File: src/rtl/ica_defs.svh
// constants for the interrupt acceptance block: offsets, fields, resets
`ifndef ICA_DEFS_SVH
`define ICA_DEFS_SVH

// ---------------------------------------------------------------
// source table
// ---------------------------------------------------------------
`define ICA_NUM_SRC 28
// control register offsets, index 0 in the low byte
`define ICA_SRC_OFFS {8'h73, 8'h72, 8'h6B, 8'h5E, 8'h5D, 8'h5A, 8'h59, \
    8'h58, 8'h56, 8'h55, 8'h54, 8'h53, 8'h52, 8'h51, 8'h4F, 8'h4E, \
    8'h4D, 8'h4C, 8'h4B, 8'h4A, 8'h49, 8'h48, 8'h47, 8'h46, 8'h45, \
    8'h44, 8'h43, 8'h41}
// external pin number per source, 4'hF where the source is no pin
`define ICA_SRC_PIN 112'hFFFF031FF2FFFFFFFFFFFFF4567F
`define ICA_PIN_NONE 4'hF
// index of the source shared by sync serial and two-wire units
`define ICA_SHARED_SRC 13

// ---------------------------------------------------------------
// own register offsets
// ---------------------------------------------------------------
`define ICA_ADDR_FLAG 8'h30
`define ICA_ADDR_STAT 8'h31
`define ICA_ADDR_MASK 8'h32
`define ICA_ADDR_SSMODE 8'h33

// ---------------------------------------------------------------
// field positions
// ---------------------------------------------------------------
`define ICA_IC_LVL_LSB 0
`define ICA_IC_REQ_BIT 3
`define ICA_IC_POL_BIT 4
`define ICA_IC_BOTH_BIT 5
`define ICA_FLAG_I_BIT 0
`define ICA_FLAG_U_BIT 1
`define ICA_FLAG_IPL_LSB 4
`define ICA_STAT_ACC_BIT 0
`define ICA_STAT_SWI_BIT 1
`define ICA_STAT_HELD_BIT 2
`define ICA_SS_SEL_BIT 0

// ---------------------------------------------------------------
// reset values and limits
// ---------------------------------------------------------------
`define ICA_IC_RST 8'h00
`define ICA_FLAG_RST 8'h00
`define ICA_STAT_RST 3'h0
`define ICA_PIN_RST 8'hFF
`define ICA_SWI_U_MAX 6'h1F

`endif

File: src/rtl/ica_pkg.sv
// types shared by the interrupt acceptance block
package ica_pkg;
    typedef logic [2:0] ica_lvl_t;
    typedef logic [7:0] ica_byte_t;
    typedef logic [4:0] ica_idx_t;
    typedef enum logic [0:0] {ICA_ST_IDLE, ICA_ST_OFFER} ica_state_e;
endpackage

File: src/rtl/ica_top.sv
// processor-side interrupt acceptance with per-source control registers
//
// How it works
// (RQ1) No maskable request is offered while the enable flag is 0; at 1 they are considered.
// (RQ2) Accepting a request clears the enable flag so no nested request is taken.
// (RQ3) The stack pointer output follows the interrupt pointer at U=0 and the user one at U=1.
// (RQ4) U is cleared on accepting a hardware request and on software interrupts 0 to 31.
// (RQ5) The processor priority level is a three-bit field holding 0 to 7.
// (RQ6) A request is offered only when its level is strictly above the processor level.
// (RQ7) The reserved flag bit is written as 0 by software and reads back with no meaning.
// (RQ8) Reset clears the low three bits of every control register and bits 4 and 5 of pin ones.
// (RQ9) Software must not touch unassigned offsets; writes there are dropped, reads give 0.
// (RQ10) The shared register takes the sync serial or two-wire event as the select bit says.
// (RQ11) Each control register holds a three-bit source level; level 0 is never accepted.
//
// Design decision made here: the strobed register port.
`include "ica_defs.svh"

module ica_top
    import ica_pkg::*;
#(
    parameter int NUM_SRC = `ICA_NUM_SRC
) (
    // clock, reset, enable
    input wire logic ref_clk,
    input wire logic reset,
    input wire logic clk_en,
    // register port
    input wire logic [7:0] reg_addr,
    input wire logic [7:0] reg_wdata,
    input wire logic reg_wr,
    input wire logic reg_rd,
    output logic [7:0] reg_rdata,
    // peripheral events and pins
    input wire logic [NUM_SRC-1:0] src_evt,
    input wire logic twowire_evt,
    input wire logic [7:0] ext_pin,
    // cpu sequencer side
    output logic cpu_req,
    output logic [4:0] cpu_vec,
    output logic [2:0] cpu_lvl,
    input wire logic cpu_ack,
    input wire logic sw_int,
    input wire logic [5:0] sw_int_num,
    // stack pointers
    input wire logic [15:0] isp_in,
    input wire logic [15:0] usp_in,
    output logic [15:0] active_sp,
    output logic use_user_sp,
    // interrupt line
    output logic irq
);

    // ---------------------------------------------------------------
    // tables and checks
    // ---------------------------------------------------------------
    localparam logic [8*`ICA_NUM_SRC-1:0] SRC_OFFS = `ICA_SRC_OFFS;
    localparam logic [4*`ICA_NUM_SRC-1:0] SRC_PIN = `ICA_SRC_PIN;
    localparam int SHARED = `ICA_SHARED_SRC;

    if (NUM_SRC != `ICA_NUM_SRC) begin : g_chk
        $error("NUM_SRC must match the fixed source table");
    end

    // ---------------------------------------------------------------
    // state
    // ---------------------------------------------------------------
    ica_byte_t ic_r [NUM_SRC];
    logic flag_i_r;
    logic flag_u_r;
    ica_lvl_t flag_ipl_r;
    logic [2:0] stat_r;
    logic [2:0] mask_r;
    logic ss_sel_r;
    ica_state_e state_r;
    ica_idx_t vec_r;
    ica_lvl_t lvl_r;
    logic [7:0] pin_s1_r;
    logic [7:0] pin_s2_r;
    logic [7:0] pin_prev_r;
    logic [7:0] rdata_r;
    logic [15:0] sp_r;

    logic [NUM_SRC-1:0] evt;
    logic [NUM_SRC-1:0] wr_hit;
    logic [NUM_SRC-1:0] ack_hit;
    logic win_valid;
    ica_idx_t win_idx;
    ica_lvl_t win_lvl;
    logic still_ok;
    logic accept;
    logic swi_clr_u;
    logic flag_wr;
    logic [7:0] rd_val;

    // ---------------------------------------------------------------
    // pin synchronisers and edge detect
    // ---------------------------------------------------------------
    // two synchroniser flops and one edge flop per pin, reset to the idle-high level so no false edge
    always_ff @(posedge ref_clk) begin
        if (reset) begin
            pin_s1_r <= `ICA_PIN_RST;
            pin_s2_r <= `ICA_PIN_RST;
            pin_prev_r <= `ICA_PIN_RST;
        end else if (clk_en) begin
            pin_s1_r <= ext_pin;
            pin_s2_r <= pin_s1_r;
            pin_prev_r <= pin_s2_r;
        end
    end

    // ---------------------------------------------------------------
    // per-source control registers
    // ---------------------------------------------------------------
    for (genvar g = 0; g < NUM_SRC; g++) begin : g_src
        localparam logic [7:0] OFF = SRC_OFFS[8*g +: 8];
        localparam logic [3:0] PIN = SRC_PIN[4*g +: 4];
        logic rise;
        logic fall;

        if (PIN != `ICA_PIN_NONE) begin : g_pin
            assign rise = pin_s2_r[PIN[2:0]] && !pin_prev_r[PIN[2:0]];
            assign fall = !pin_s2_r[PIN[2:0]] && pin_prev_r[PIN[2:0]];
            // bit 5 takes both edges, else bit 4 picks rising
            assign evt[g] = ic_r[g][`ICA_IC_BOTH_BIT] ? (rise || fall) :
                ic_r[g][`ICA_IC_POL_BIT] ? rise : fall;
        end else if (g == SHARED) begin : g_shr
            assign rise = 1'b0;
            assign fall = 1'b0;
            // one register, two possible owners
            assign evt[g] = ss_sel_r ? twowire_evt : src_evt[g]; // see (RQ10)
        end else begin : g_int
            assign rise = 1'b0;
            assign fall = 1'b0;
            assign evt[g] = src_evt[g];
        end

        assign wr_hit[g] = reg_wr && (reg_addr == OFF);
        assign ack_hit[g] = accept && (vec_r == ica_idx_t'(g));

        // request flag: event wins over a clear by write or by acceptance
        always_ff @(posedge ref_clk) begin
            if (reset) begin
                ic_r[g] <= `ICA_IC_RST; // see (RQ8)
            end else if (clk_en) begin
                if (wr_hit[g]) begin
                    ic_r[g][2:0] <= reg_wdata[2:0]; // see (RQ11)
                    ic_r[g][7:4] <= reg_wdata[7:4];
                end
                if (evt[g]) begin
                    ic_r[g][`ICA_IC_REQ_BIT] <= 1'b1;
                end else if (ack_hit[g]) begin
                    ic_r[g][`ICA_IC_REQ_BIT] <= 1'b0;
                end else if (wr_hit[g] && !reg_wdata[`ICA_IC_REQ_BIT]) begin
                    ic_r[g][`ICA_IC_REQ_BIT] <= 1'b0;
                end
            end
        end
    end

    // ---------------------------------------------------------------
    // arbitration
    // ---------------------------------------------------------------
    // highest level wins, lowest index on a tie
    always_comb begin
        win_valid = 1'b0;
        win_idx = '0;
        win_lvl = '0;
        for (int i = 0; i < NUM_SRC; i++) begin
            if (ic_r[i][`ICA_IC_REQ_BIT] && (ic_r[i][2:0] > flag_ipl_r) &&
                (!win_valid || (ic_r[i][2:0] > win_lvl))) begin // see (RQ6)
                win_valid = 1'b1;
                win_idx = ica_idx_t'(i);
                win_lvl = ic_r[i][2:0];
            end
        end
    end

    // an offered request is withdrawn as soon as I clears, its request flag clears or its latched level is no longer above the processor level
    assign still_ok = flag_i_r && ic_r[vec_r][`ICA_IC_REQ_BIT] &&
        (lvl_r > flag_ipl_r); // see (RQ1)
    assign cpu_req = (state_r == ICA_ST_OFFER) && still_ok;
    assign accept = cpu_req && cpu_ack && clk_en;
    assign cpu_vec = vec_r;
    assign cpu_lvl = lvl_r;

    // ---------------------------------------------------------------
    // offer state machine
    // ---------------------------------------------------------------
    always_ff @(posedge ref_clk) begin
        if (reset) begin
            state_r <= ICA_ST_IDLE;
            vec_r <= '0;
            lvl_r <= '0;
        end else if (clk_en) begin
            case (state_r)
                ICA_ST_IDLE: begin
                    if (win_valid && flag_i_r) begin // see (RQ1)
                        state_r <= ICA_ST_OFFER;
                        vec_r <= win_idx;
                        lvl_r <= win_lvl;
                    end
                end
                ICA_ST_OFFER: begin
                    if (accept || !still_ok) begin
                        state_r <= ICA_ST_IDLE;
                    end
                end
                default: begin
                    state_r <= ICA_ST_IDLE;
                end
            endcase
        end
    end

    // ---------------------------------------------------------------
    // flag register: I, U, processor level
    // ---------------------------------------------------------------
    assign flag_wr = reg_wr && (reg_addr == `ICA_ADDR_FLAG);
    assign swi_clr_u = sw_int && (sw_int_num <= `ICA_SWI_U_MAX);

    // hardware clears win over a software write in the same cycle
    always_ff @(posedge ref_clk) begin
        if (reset) begin
            flag_i_r <= 1'(`ICA_FLAG_RST >> `ICA_FLAG_I_BIT);
            flag_u_r <= 1'b0;
            flag_ipl_r <= '0;
        end else if (clk_en) begin
            if (accept) begin
                flag_i_r <= 1'b0; // see (RQ2)
                flag_ipl_r <= lvl_r; // see (RQ5)
            end else if (flag_wr) begin
                flag_i_r <= reg_wdata[`ICA_FLAG_I_BIT];
                flag_ipl_r <= reg_wdata[`ICA_FLAG_IPL_LSB +: 3]; // see (RQ5)
            end
            if (accept || swi_clr_u) begin
                flag_u_r <= 1'b0; // see (RQ4)
            end else if (flag_wr) begin
                flag_u_r <= reg_wdata[`ICA_FLAG_U_BIT];
            end
        end
    end

    // ---------------------------------------------------------------
    // stack pointer select
    // ---------------------------------------------------------------
    always_ff @(posedge ref_clk) begin
        if (reset) begin
            sp_r <= 16'h0000;
        end else if (clk_en) begin
            sp_r <= flag_u_r ? usp_in : isp_in; // see (RQ3)
        end
    end
    assign active_sp = sp_r;
    assign use_user_sp = flag_u_r;

    // ---------------------------------------------------------------
    // event status, mask, mode select
    // ---------------------------------------------------------------
    // sticky events, write one to clear, a new event wins
    always_ff @(posedge ref_clk) begin
        if (reset) begin
            stat_r <= `ICA_STAT_RST;
            mask_r <= 3'h0;
            ss_sel_r <= 1'b0;
        end else if (clk_en) begin
            for (int b = 0; b < 3; b++) begin
                if (reg_wr && reg_addr == `ICA_ADDR_STAT && reg_wdata[b]) begin
                    stat_r[b] <= 1'b0;
                end
            end
            if (accept) begin
                stat_r[`ICA_STAT_ACC_BIT] <= 1'b1;
            end
            if (sw_int) begin
                stat_r[`ICA_STAT_SWI_BIT] <= 1'b1;
            end
            if (win_valid && !flag_i_r) begin
                stat_r[`ICA_STAT_HELD_BIT] <= 1'b1;
            end
            if (reg_wr && reg_addr == `ICA_ADDR_MASK) begin
                mask_r <= reg_wdata[2:0];
            end
            if (reg_wr && reg_addr == `ICA_ADDR_SSMODE) begin
                ss_sel_r <= reg_wdata[`ICA_SS_SEL_BIT]; // see (RQ10)
            end
        end
    end
    assign irq = |(stat_r & mask_r);

    // ---------------------------------------------------------------
    // register read
    // ---------------------------------------------------------------
    // reserved flag bit and unassigned offsets read as zero
    always_comb begin
        rd_val = 8'h00;
        if (reg_addr == `ICA_ADDR_FLAG) begin
            rd_val = {1'b0, flag_ipl_r, 2'b00, flag_u_r, flag_i_r}; // see (RQ7)
        end else if (reg_addr == `ICA_ADDR_STAT) begin
            rd_val = {5'h00, stat_r};
        end else if (reg_addr == `ICA_ADDR_MASK) begin
            rd_val = {5'h00, mask_r};
        end else if (reg_addr == `ICA_ADDR_SSMODE) begin
            rd_val = {7'h00, ss_sel_r};
        end else begin
            for (int i = 0; i < NUM_SRC; i++) begin
                if (reg_addr == SRC_OFFS[8*i +: 8]) begin
                    rd_val = ic_r[i]; // see (RQ9)
                end
            end
        end
    end

    // read data stands only in the cycle after the strobe
    always_ff @(posedge ref_clk) begin
        if (reset) begin
            rdata_r <= 8'h00;
        end else if (clk_en) begin
            rdata_r <= reg_rd ? rd_val : 8'h00;
        end
    end
    assign reg_rdata = rdata_r;
endmodule

File: config.mk
export PLATFORM = sky130hd
export DESIGN_NAME = ica_top
export DESIGN_NICKNAME = d
export VERILOG_FILES = /design/src/rtl/ica_pkg.sv /design/src/rtl/ica_top.sv
export VERILOG_INCLUDE_DIRS = /design/src /design/src/rtl
export SDC_FILE = /design/constraint.sdc
export NUM_CORES = 1
export LEC_CHECK = 0
export BUFFER_PORTS_ARGS = -buffer_cell sky130_fd_sc_hd__buf_2
export CORE_MARGIN = 3
export CORE_UTILIZATION = 41
export DETAILED_ROUTE_END_ITERATION = 6
export GPL_ROUTABILITY_DRIVEN = 0
export SLEW_MARGIN = 20
export SYNTH_ARGS = -nofsm -noshare
export SYNTH_HDL_FRONTEND = slang
export SYNTH_SLANG_ARGS = --single-unit
File: constraint.sdc
create_clock -name ref_clk -period 104.6 [get_ports ref_clk]
set_input_delay 20.92 -clock ref_clk [delete_from_list [all_inputs] [get_ports ref_clk]]
set_output_delay 20.92 -clock ref_clk [all_outputs]
set_load 0.02 [all_outputs]
* Yosys cells after proc, flatten, opt, wreduce, memory -nomap -nowiden *
Memory sizes are Yosys's and may differ from the RTL's. A register that Yosys moved wholly into a read port is not among the register bits.
Index checks and enable logic that the tools add are counted.

storage, ports and cells
  bits in registers = 69
  memory bits (writable) = 224
  input port bits = 98
  output and inout port bits = 35
  logic and storage cells = 1368
  memories kept = 1

memory list
  memory  words  width  rd ports  clocked after Yosys merged registers in  write ports  line           text
  ic_r    28     8      29        1                                        28           ica_top.sv:68  ica_byte_t ic_r [NUM_SRC];

operators by class
  $lt $le $gt $ge = 57
  eq/ne operators = 59
  muxes and demuxes = 825
  bitwise operators = 142
  reduce and logical (&&, ||, !) cells = 268

operators with widths
  kind                  number
  $mux W1               676
  $mux W8               33
  $eq A8 B7 Y1 const B  28
  $mux W3               58
  $logic_and A1 B1 Y1   170
  $gt A3 B3 Y1          56
  $mux W5               28
  $or A1 B1 Y1          140
  $mux W4               28
  $eq A5 B5 Y1 const B  12
  $logic_not A1 Y1      46
  $eq A5 B4 Y1 const B  8
  $logic_or A1 B1 Y1    37
  $eq A8 B6 Y1 const B  4
  $eq A5 B3 Y1 const B  4
  $mux W16              1
  $reduce_and A2 Y1     7
  $eq A5 B2 Y1 const B  2
  $reduce_bool A2 Y1    5
  $le A6 B5 Y1 const B  1
  $eq A5 B1 Y1 const B  1
  $logic_not A5 Y1      1
  $and A3 B3 Y3         1
  $reduce_and A3 Y1     1
  other kinds (3)       3

* Depth between registers and ports, before layout *
Gate-level depths: netlist of run 1.
An unclocked memory read counts as a cell.

  depth after elaboration = 116
  mapped depth = 244
  gate-level depth less buffers = 239

* Worst setup path before layout of run 1 *
Ideal clock, no wire load.

  kind = register -> register
  start point = reg flag_ipl_r[1]
  end point = reg lvl_r[1] (netlist: cpu_lvl[1])
  setup time = 0.117 ns
  arrival time = 37.635 ns
  data required time = 104.483 ns
  slack = 66.848 ns
  stages on the path, launching flop included = 211
  path buffers = 5
  period minus slack after synthesis = 37.752 ns
  cells stage by stage = dfxtp_1 > inv_1 > ha_1 > a31oi_1 > and3_1 > buf_4 > nand2_1 > ha_1 > nor2b_1 > o21a_1 > o21ai_0 > a21oi_2 > o21a_1 > ha_1 > a211oi_1 > o22ai_1 > a221oi_4 > o21bai_1 > [175 not listed] > a31oi_1 > a21o_1 > ha_1 > a21o_1 > a21oi_1 > a31oi_1 > nor2_1 > nor3_2 > o21a_1 > ha_1 > nor2b_1 > o21a_1 > o21ai_0 > a21boi_1 > a21oi_1 > o21a_1 > a31oi_1 > a32o_1

on the way
  word-level cells in the longest chain between the ends = 113
  elaborated cells on any way between the ends = 222
  those cells by class = order compare: 55; mux: 56; reduce/logical: 111

RTL lines
  what                                              line            text
  start: declaration                                ica_top.sv:71   ica_lvl_t flag_ipl_r;
  start signal: assignment                          ica_top.sv:231  flag_ipl_r <= lvl_r;
  start signal: assignment                          ica_top.sv:234  flag_ipl_r <= reg_wdata[`ICA_FLAG_IPL_LSB +: 3];
  $gt A3 B3 Y1                                      ica_top.sv:170  if (ic_r[i][`ICA_IC_REQ_BIT] && (ic_r[i][2:0] > flag_ipl_r) &&
  $logic_and A1 B1 Y1                               ica_top.sv:170
  $mux W3 or $mux W1 (tied branches)                ica_top.sv:170
  $gt A3 B3 Y1 or $logic_not A1 Y1 (tied branches)  ica_top.sv:171  (!win_valid || (ic_r[i][2:0] > win_lvl))) begin
  $logic_or A1 B1 Y1                                ica_top.sv:171
  $logic_and A1 B1 Y1                               ica_top.sv:170
  $mux W3 or $mux W1 (tied branches)                ica_top.sv:170
  $gt A3 B3 Y1 or $logic_not A1 Y1 (tied branches)  ica_top.sv:171
  [97 not listed]                                   n/a
  $logic_and A1 B1 Y1                               ica_top.sv:170
  $mux W3 or $mux W1 (tied branches)                ica_top.sv:170
  $gt A3 B3 Y1 or $logic_not A1 Y1 (tied branches)  ica_top.sv:171
  $logic_or A1 B1 Y1                                ica_top.sv:171
  $logic_and A1 B1 Y1                               ica_top.sv:170
  $mux W1                                           ica_top.sv:170
  $logic_and A1 B1 Y1                               ica_top.sv:198  if (win_valid && flag_i_r) begin
  $reduce_and A3 Y1 (no line)                       n/a
  end signal: assignment                            ica_top.sv:201  lvl_r <= win_lvl;
  end: declaration                                  ica_top.sv:77   ica_lvl_t lvl_r;

Several ways; a longest one is shown, not always the timed one.
A chain may end at the register's enable or synchronous reset.

==> run_results.csv, run 1 <==
group,metric,value,unit
pwr,p_comb_share,38.3,%
clocking,cts_tree,"done",
sta,timing.final.ws_setup,58.95,ns
pwr,internal-power,247,uW
pwr,p_switching,144,uW
clocking,path_clk_slew,0.06,ns
pwr,p_clk_share,26.0,%
synthesis,synth_top_area_share,33.0,%
drt,wl_per_cell,23.7,um
synthesis,ys_ff_latch,298,
synthesis,synth-xor-area-share,0,%
worst_setup_path,cpMaxStageDelayCell,"a31oi_1",
worst_setup_path,crit_type,"flop to flop",
synthesis,postSynthAreaPerCell,9.42,um^2
clocking,cts_resized,0,
sta,hold_viol,0,
worst_setup_path,reg2regPathDepth,210,
worst_setup_path,cp.required,105.09,ns
worst_setup_path,path_max_fanout,12,
worst_setup_path,slowest_delay,0.71,ns
global_routing,grt_usage,25.6,%
drt,first_pass_iters,5,
synthesis,ys_top_cells_by_area,"edfxtp_1 33%, ha_1 10%, dfxtp_1 7.3%",
pwr,irDropWorstVdd,0.0157,mV
floorplan,dieArea,0.0524,mm^2
sta,fmax,21.9,MHz
floorplan,io_pins,133,
sta,fin_skew,0.0177,ns
synthesis,synth_top_family_by_area,"compound AO/OA/AOI/OAI gates",
synthesis,ys_top_cells_by_count,"224 x edfxtp_1, 215 x and3_1, 208 x nand2_1",
floorplan,die_height,229,um
clocking,cts_num_sinks,298,
synthesis,ys_seq_area_share,40.3,%
drt,drc,0,
clocking,holdBufCountCts,0,
clocking,insertion_delay,0.57,ns
floorplan,rows,81,
global_routing,grt-ovfl-total,0,
global_routing,grt_pass1_wl,105000,um
synthesis,yosysMostFrequentCell,"edfxtp_1",
drt,ant_nets,0,
pwr,switching_share,36.8,%
synthesis,synth_compound_area_share,20.4,%
worst_setup_path,r2r-start,"flag_ipl_r[2]",
floorplan,die_w,229,um
sta,drv_slew,0,
drt,wirelength,69300,um
clocking,cts_max_level,1,
pwr,power_frac_seq,35.7,%
synthesis,synth_warnings,0,
sta,setup_viol,0,
worst_hold_path,min_to,"pin_s2_r[7]",
placed_design,hpwlAfterDp,51300,um
floorplan,initial_utilization,41.6,%
layout,nNetsFinal,2503,
job,cap_violations,0,
synthesis,async_flop_share,0,%
worst_setup_path,rrSetupSlack,58.95,ns
global_routing,antenna_found_initial,5,
worst_setup_path,cp-end-kind,"flop",
clocking,post_cts_buffers,0,
placed_design,pre_cts_slack,59.93,ns
sta,period_share,43.6,%
synthesis,synth_cells,2165,
sta,finalSetupTns,0,ns
synthesis,synthMuxAreaShare,3.82,%
worst_hold_path,hold_depth,2,
synthesis,synth_ff_type,"edfxtp_1",
sta,worst_slew_pin_slew,1.18,ns
layout,nFillCells,4732,
synthesis,synth_edf_count,224,
clocking,cts_made_buffers,29,
worst_hold_path,min_path_type,"flop to flop",
sta,period_needed,45.65,ns
synthesis,syn_nets,2429,
synthesis,ys_types,102,
status,run_status,"finished clean",
layout,syn_to_final_growth,11.0,%
global_routing,grt_start_max_net_pins,115,
sta,slew_headroom,21.4,%
global_routing,first_global_vias,17633,
worst_hold_path,worst_hold_startpoint,"pin_s1_r[7]",
pwr,powerDensity,17.3,mW/mm^2
drt,drt_iter0_markers,1968,
placed_design,portBuffers,119,
drt,via_per_inst,6.26,
worst_setup_path,cpMostUsedCell,"a21oi_1",
synthesis,synthesis.area,0.0204,mm^2
drt,dr_total_vias,18309,
synthesis,synthSimpleGateAreaFrac,20.4,%
worst_setup_path,startpoint,"flag_ipl_r[2]",
worst_setup_path,worstPathArrival,46.15,ns
clocking,root_buffer,"clkbuf_16",
clocking,clk_path_buf_depth,3,
layout,drive_above_1_share,12.4,%
worst_setup_path,start_kind,"flop",
synthesis,synth_fa_ha_area_share,10.4,%
sta,rsz0062_at_grt,"no",
floorplan,coreArea,0.0491,mm^2
synthesis,yosysTopAreaCell,"edfxtp_1",
pwr,leakage,0.00969,uW
through the flow:
stage	hold slack [ns]	utilization [%]	cell area, um^2	instances	total power [uW]
after global placement	0.451	44.3	21700	2872	283
after global routing	0.490	46.1	22600	2923	415
after floorplan	0.442	-	20400	2165	247
after CTS	0.473	46.1	22600	2923	390
after detailed placement	0.457	44.3	21700	2872	289
final	0.469	46.2	22600	2926	391
sequential cells by signal, summed over array words and instances (netlist names), named ones only:
name / flops
reg_rdata: 8
state_r: 1
active_sp: 16
stat_r: 3
pin_s2_r: 8
ss_sel_r: 1
use_user_sp: 1
flag_ipl_r: 3
cpu_lvl: 3
cpu_vec: 5
flag_i_r: 1
mask_r: 3
pin_prev_r: 8
pin_s1_r: 8
ic_r: 224
cell usage in the layout (no fill, tap or decap), types with 6 or more instances in the layout:
master     count
o21a_1        15
a21o_1        14
mux4_2         8
a211o_1        6
a211oi_1      47
clkbuf_16     29
mux2_2        15
nand3_1       66
mux2i_1       43
inv_1        127
or3_1          9
and3_1       215
a22oi_1       72
ha_1         166
nand2_1      208
a22o_1        10
nor3_1        21
buf_4         49
clkbuf_1       6
a221oi_1      30
nand4_1        9
dfxtp_1       74
buf_2        118
edfxtp_1     224
o31ai_1       11
clkinv_1       7
o211ai_1      42
a31oi_1       16
nor3_2         7
and2_1        45
nor2_1       122
nand2b_1      13
nor3b_1        7
o22ai_1       15
o21ai_1       12
a222oi_1      10
a21oi_1      121
nor2b_1       42
o21ai_0       75
logic make-up (layout without fill, tap and decap cells):
kind of cell,Yosys count,count (layout)
and+or+nand+nor,799,799
AOI/OAI and AO/OA,579,579
DFF,298,298
buffers and inverters,253,347
adders and majority gates,170,170
muxes,66,66
other,0,3
critical path: cells and delay by family (launching register included):
family                   cells  cell delay (ns)
AO/OA/AOI/OAI              119            25.71
adder cells (fa/ha/maj)     31             9.20
AND/OR/NAND/NOR             47             7.93
buffers and inverters       10             1.19
multiplexers                 3             1.09
flip-flops                   1             0.40
power by group through the flow:
stage                     Clock [uW]  Sequential [uW]  Combinational, uW
final                            102              140                150
after global routing             107              140                168
after CTS                        103              139                148
after detailed placement           0              142                147
after global placement             0              142                141
after floorplan                    0              139                108
per-layer routing:
| metal | wire length [um] | global-route usage (%) | share of wire, % | up-vias |
|---|---|---|---|---|
| met1 | 29400 | 36.7 | 42 | 8905 |
| met2 | 30700 | 39.5 | 44 | 897 |
| met5 | 16 | 0 | 0.023 | - |
| met4 | 2830 | 10.1 | 4.1 | 4 |
| met3 | 6370 | 3.15 | 9.2 | 165 |
| li1 | - | - | - | 8338 |
final cells by class:
class | count | area (um^2) | area share [%]
Inverter | 129 | 484 | 2.14
Multi-Input combinational cell | 1614 | 11300 | 49.8
Clock inverter | 16 | 135 | 0.597
Sequential cell | 298 | 8210 | 36.3
Clock buffer | 35 | 748 | 3.30
Antenna cell | 3 | 7.51 | 0.0332
Tap cell | 664 | 831 | 3.67
Timing Repair Buffer | 167 | 958 | 4.23
worst max path at each step:
stage	cells past startpoint	endpoint
2_1_floorplan	210	cpu_lvl[1]
3_3_place_gp	202	flop
3_5_place_dp	209	flop
4_1_cts	210	flop
5_1_grt	212	flop
6_report	210	flop
Note: power is estimated with default switching activity, not from simulation.
==> run 2: changes to the inputs <==
==> constraint.sdc (replaced) <==
create_clock -name ref_clk -period 42.2 [get_ports ref_clk]
set_input_delay 8.44 -clock ref_clk [delete_from_list [all_inputs] [get_ports ref_clk]]
set_output_delay 8.44 -clock ref_clk [all_outputs]
set_load 0.02 [all_outputs]
==> run_results.csv, run 2 (synthesis gave the netlist of run 1 again) <==
group,metric,value,unit
job,cap_violations,0,
clocking,insertion_delay,0.57,ns
floorplan,coreArea,0.0491,mm^2
floorplan,initial_utilization,41.6,%
clocking,cts_max_level,1,
worst_setup_path,r2r_end,"cpu_vec[2]",
worst_setup_path,cp.required,42.69,ns
global_routing,antenna_found_initial,6,
floorplan,rows,81,
pwr,irDropWorstVdd,0.0302,mV
worst_setup_path,path_max_fanout,10,
sta,period_share,94.6,%
layout,layout_common_cells,"224 x edfxtp_1, 214 x and3_1, 207 x nand2_1, 166 x ha_1, 122 x inv_1",
worst_setup_path,reg2regPathDepth,215,
pwr,p_switching,386,uW
sta,fin_skew,0.0183,ns
pwr,p_clk_share,25.9,%
placed_design,placed_cells,2880,
drt,via_per_inst,6.18,
layout,largest_reg_flops,224,
pwr,powerDensity,45.0,mW/mm^2
worst_setup_path,startpoint,"flag_ipl_r[1]",
global_routing,grt_pass1_wl,105000,um
floorplan,die_w,229,um
floorplan,io_pins,133,
drt,wirelength,69400,um
clocking,root_buffer,"clkbuf_16",
worst_setup_path,cpMaxStageDelayCell,"a221oi_4",
worst_setup_path,cpMostUsedCell,"ha_1",
sta,period_needed,39.92,ns
sta,fmax,25.0,MHz
pwr,switching_share,36.8,%
worst_setup_path,crit_type,"flop to flop",
clocking,cts_made_buffers,29,
sta,worst_slew_pin_slew,1.07,ns
worst_setup_path,cp-end-kind,"flop",
clocking,cts_tree,"done",
worst_setup_path,slowest_delay,0.40,ns
sta,hold_slack,0.472,ns
global_routing,grt_start_max_net_pins,116,
placed_design,portBuffers,119,
clocking,path_clk_slew,0.07,ns
worst_setup_path,rrSetupSlack,2.28,ns
sta,hold_viol,0,
sta,slew_headroom,27.5,%
layout,nNetsFinal,2539,
layout,drive_above_1_share,16.7,%
worst_setup_path,worstPathArrival,40.41,ns
worst_setup_path,start_kind,"flop",
drt,dr_total_vias,18319,
drt,first_pass_iters,6,
pwr,internal-power,663,uW
clocking,holdBufCountCts,0,
clocking,cts_num_sinks,298,
layout,top_register,"ic_r",
layout,layout_commonest_cell,"edfxtp_1",
floorplan,dieArea,0.0524,mm^2
sta,drv_slew,0,
worst_hold_path,hold_depth,2,
drt,ant_nets,0,
pwr,p_comb_share,41.1,%
layout,nFillCells,4663,
global_routing,first_global_vias,17470,
drt,drt_iter0_markers,1825,
placed_design,hpwlAfterDp,50600,um
worst_setup_path,crit_path_end,"cpu_vec[2]",
pwr,leakage,0.00994,uW
layout,stdcell_count,2962,
layout,syn_to_final_growth,14.4,%
drt,drc,0,
sta,setup_viol,0,
global_routing,grt_usage,25.5,%
status,run_status,"finished clean",
drt,wl_per_cell,23.4,um
worst_setup_path,r2r-start,"flag_ipl_r[1]",
global_routing,grt-ovfl-total,0,
pwr,power_frac_seq,33.0,%
floorplan,die_height,229,um
worst_hold_path,min_path_type,"flop to flop",
clocking,clk_path_buf_depth,3,
## run 2: cell count changes in the layout (fill, tap and decap cells not counted), moves of 4 or more
cell      previous run  this run
a21oi_1            121       110
o21ai_0             75        61
buf_4               49        85
inv_1              127       122
inv_2                2         7
a211oi_1            47        43
a21oi_2              3        11
o21ai_2              2        10
## run 2: repair_timing
action / 4_1_cts / 5_1_grt
setup buffers: 4 / 24
setup endpoints to repair: 13 / 13
pin swaps: 3 / 21
endpoints found under the hold margin: 0 / 0
resized for setup: 6 / 87
## run 2: area by class of cell
cell class                 instances  area (um^2)  area share, %
sequential                       298         8210           35.2
clock inverter                    18          218          0.933
multi-input combinational       1614        11600           49.8
antenna                            2         5.00         0.0215
tap                              664          831           3.56
inverter                         129          484           2.08
clock buffer                      34          744           3.19
timing repair buffer             203         1230           5.27
## run 2: worst min-delay path by stage
stage                 startpoint      endpoint  slack (ns)
global route        reg_rdata[3]  reg_rdata[3]        0.50
detailed placement   pin_s1_r[7]   pin_s1_r[7]        0.46
floorplan            pin_s1_r[0]   pin_s1_r[0]        0.44
CTS                  pin_s1_r[7]   pin_s1_r[7]        0.48
finish               pin_s1_r[7]   pin_s1_r[7]        0.47
global placement    reg_rdata[3]  reg_rdata[3]        0.45
## run 2: power groups by stage
stage	clock [uW]	sequential, uW	combinational [uW]
after global routing	286	348	476
after detailed placement	0	352	367
after global placement	0	351	353
after CTS	273	346	372
after floorplan	0	344	267
final	272	346	431
## run 2: through the flow
stage / setup slack [ns] / TNS, ns / util, % / instance area, um^2 / total power (uW)
6_report: 2.28 / 0 / 47.6 / 23300 / 1050
5_1_grt: -0.334 / -2.78 / 47.6 / 23300 / 1110
4_1_cts: 0.00119 / 0 / 46.5 / 22800 / 991
3_5_place_dp: -0.541 / -4.91 / 44.4 / 21800 / 719
3_3_place_gp: 0.350 / 0 / 44.4 / 21800 / 704
2_1_floorplan: 4.45 / 0 / - / 20400 / 612
## run 2: layer usage
metal,wire length (um),vias up,GRT usage (%)
met5,24,-,0
met4,2390,4,8.55
met3,6330,157,3.92
met2,31000,945,40.1
met1,29700,8805,36.0
li1,-,8408,-
## run 2: critical path: cells and delay by family (launching register included)
kind,cells,cell delay (ns)
adder cells (fa/ha/maj),31,9.34
multiplexers,5,1.58
AND/OR/NAND/NOR,53,8.16
buffers and inverters,10,1.02
flip-flops,1,0.39
AO/OA/AOI/OAI,116,19.31
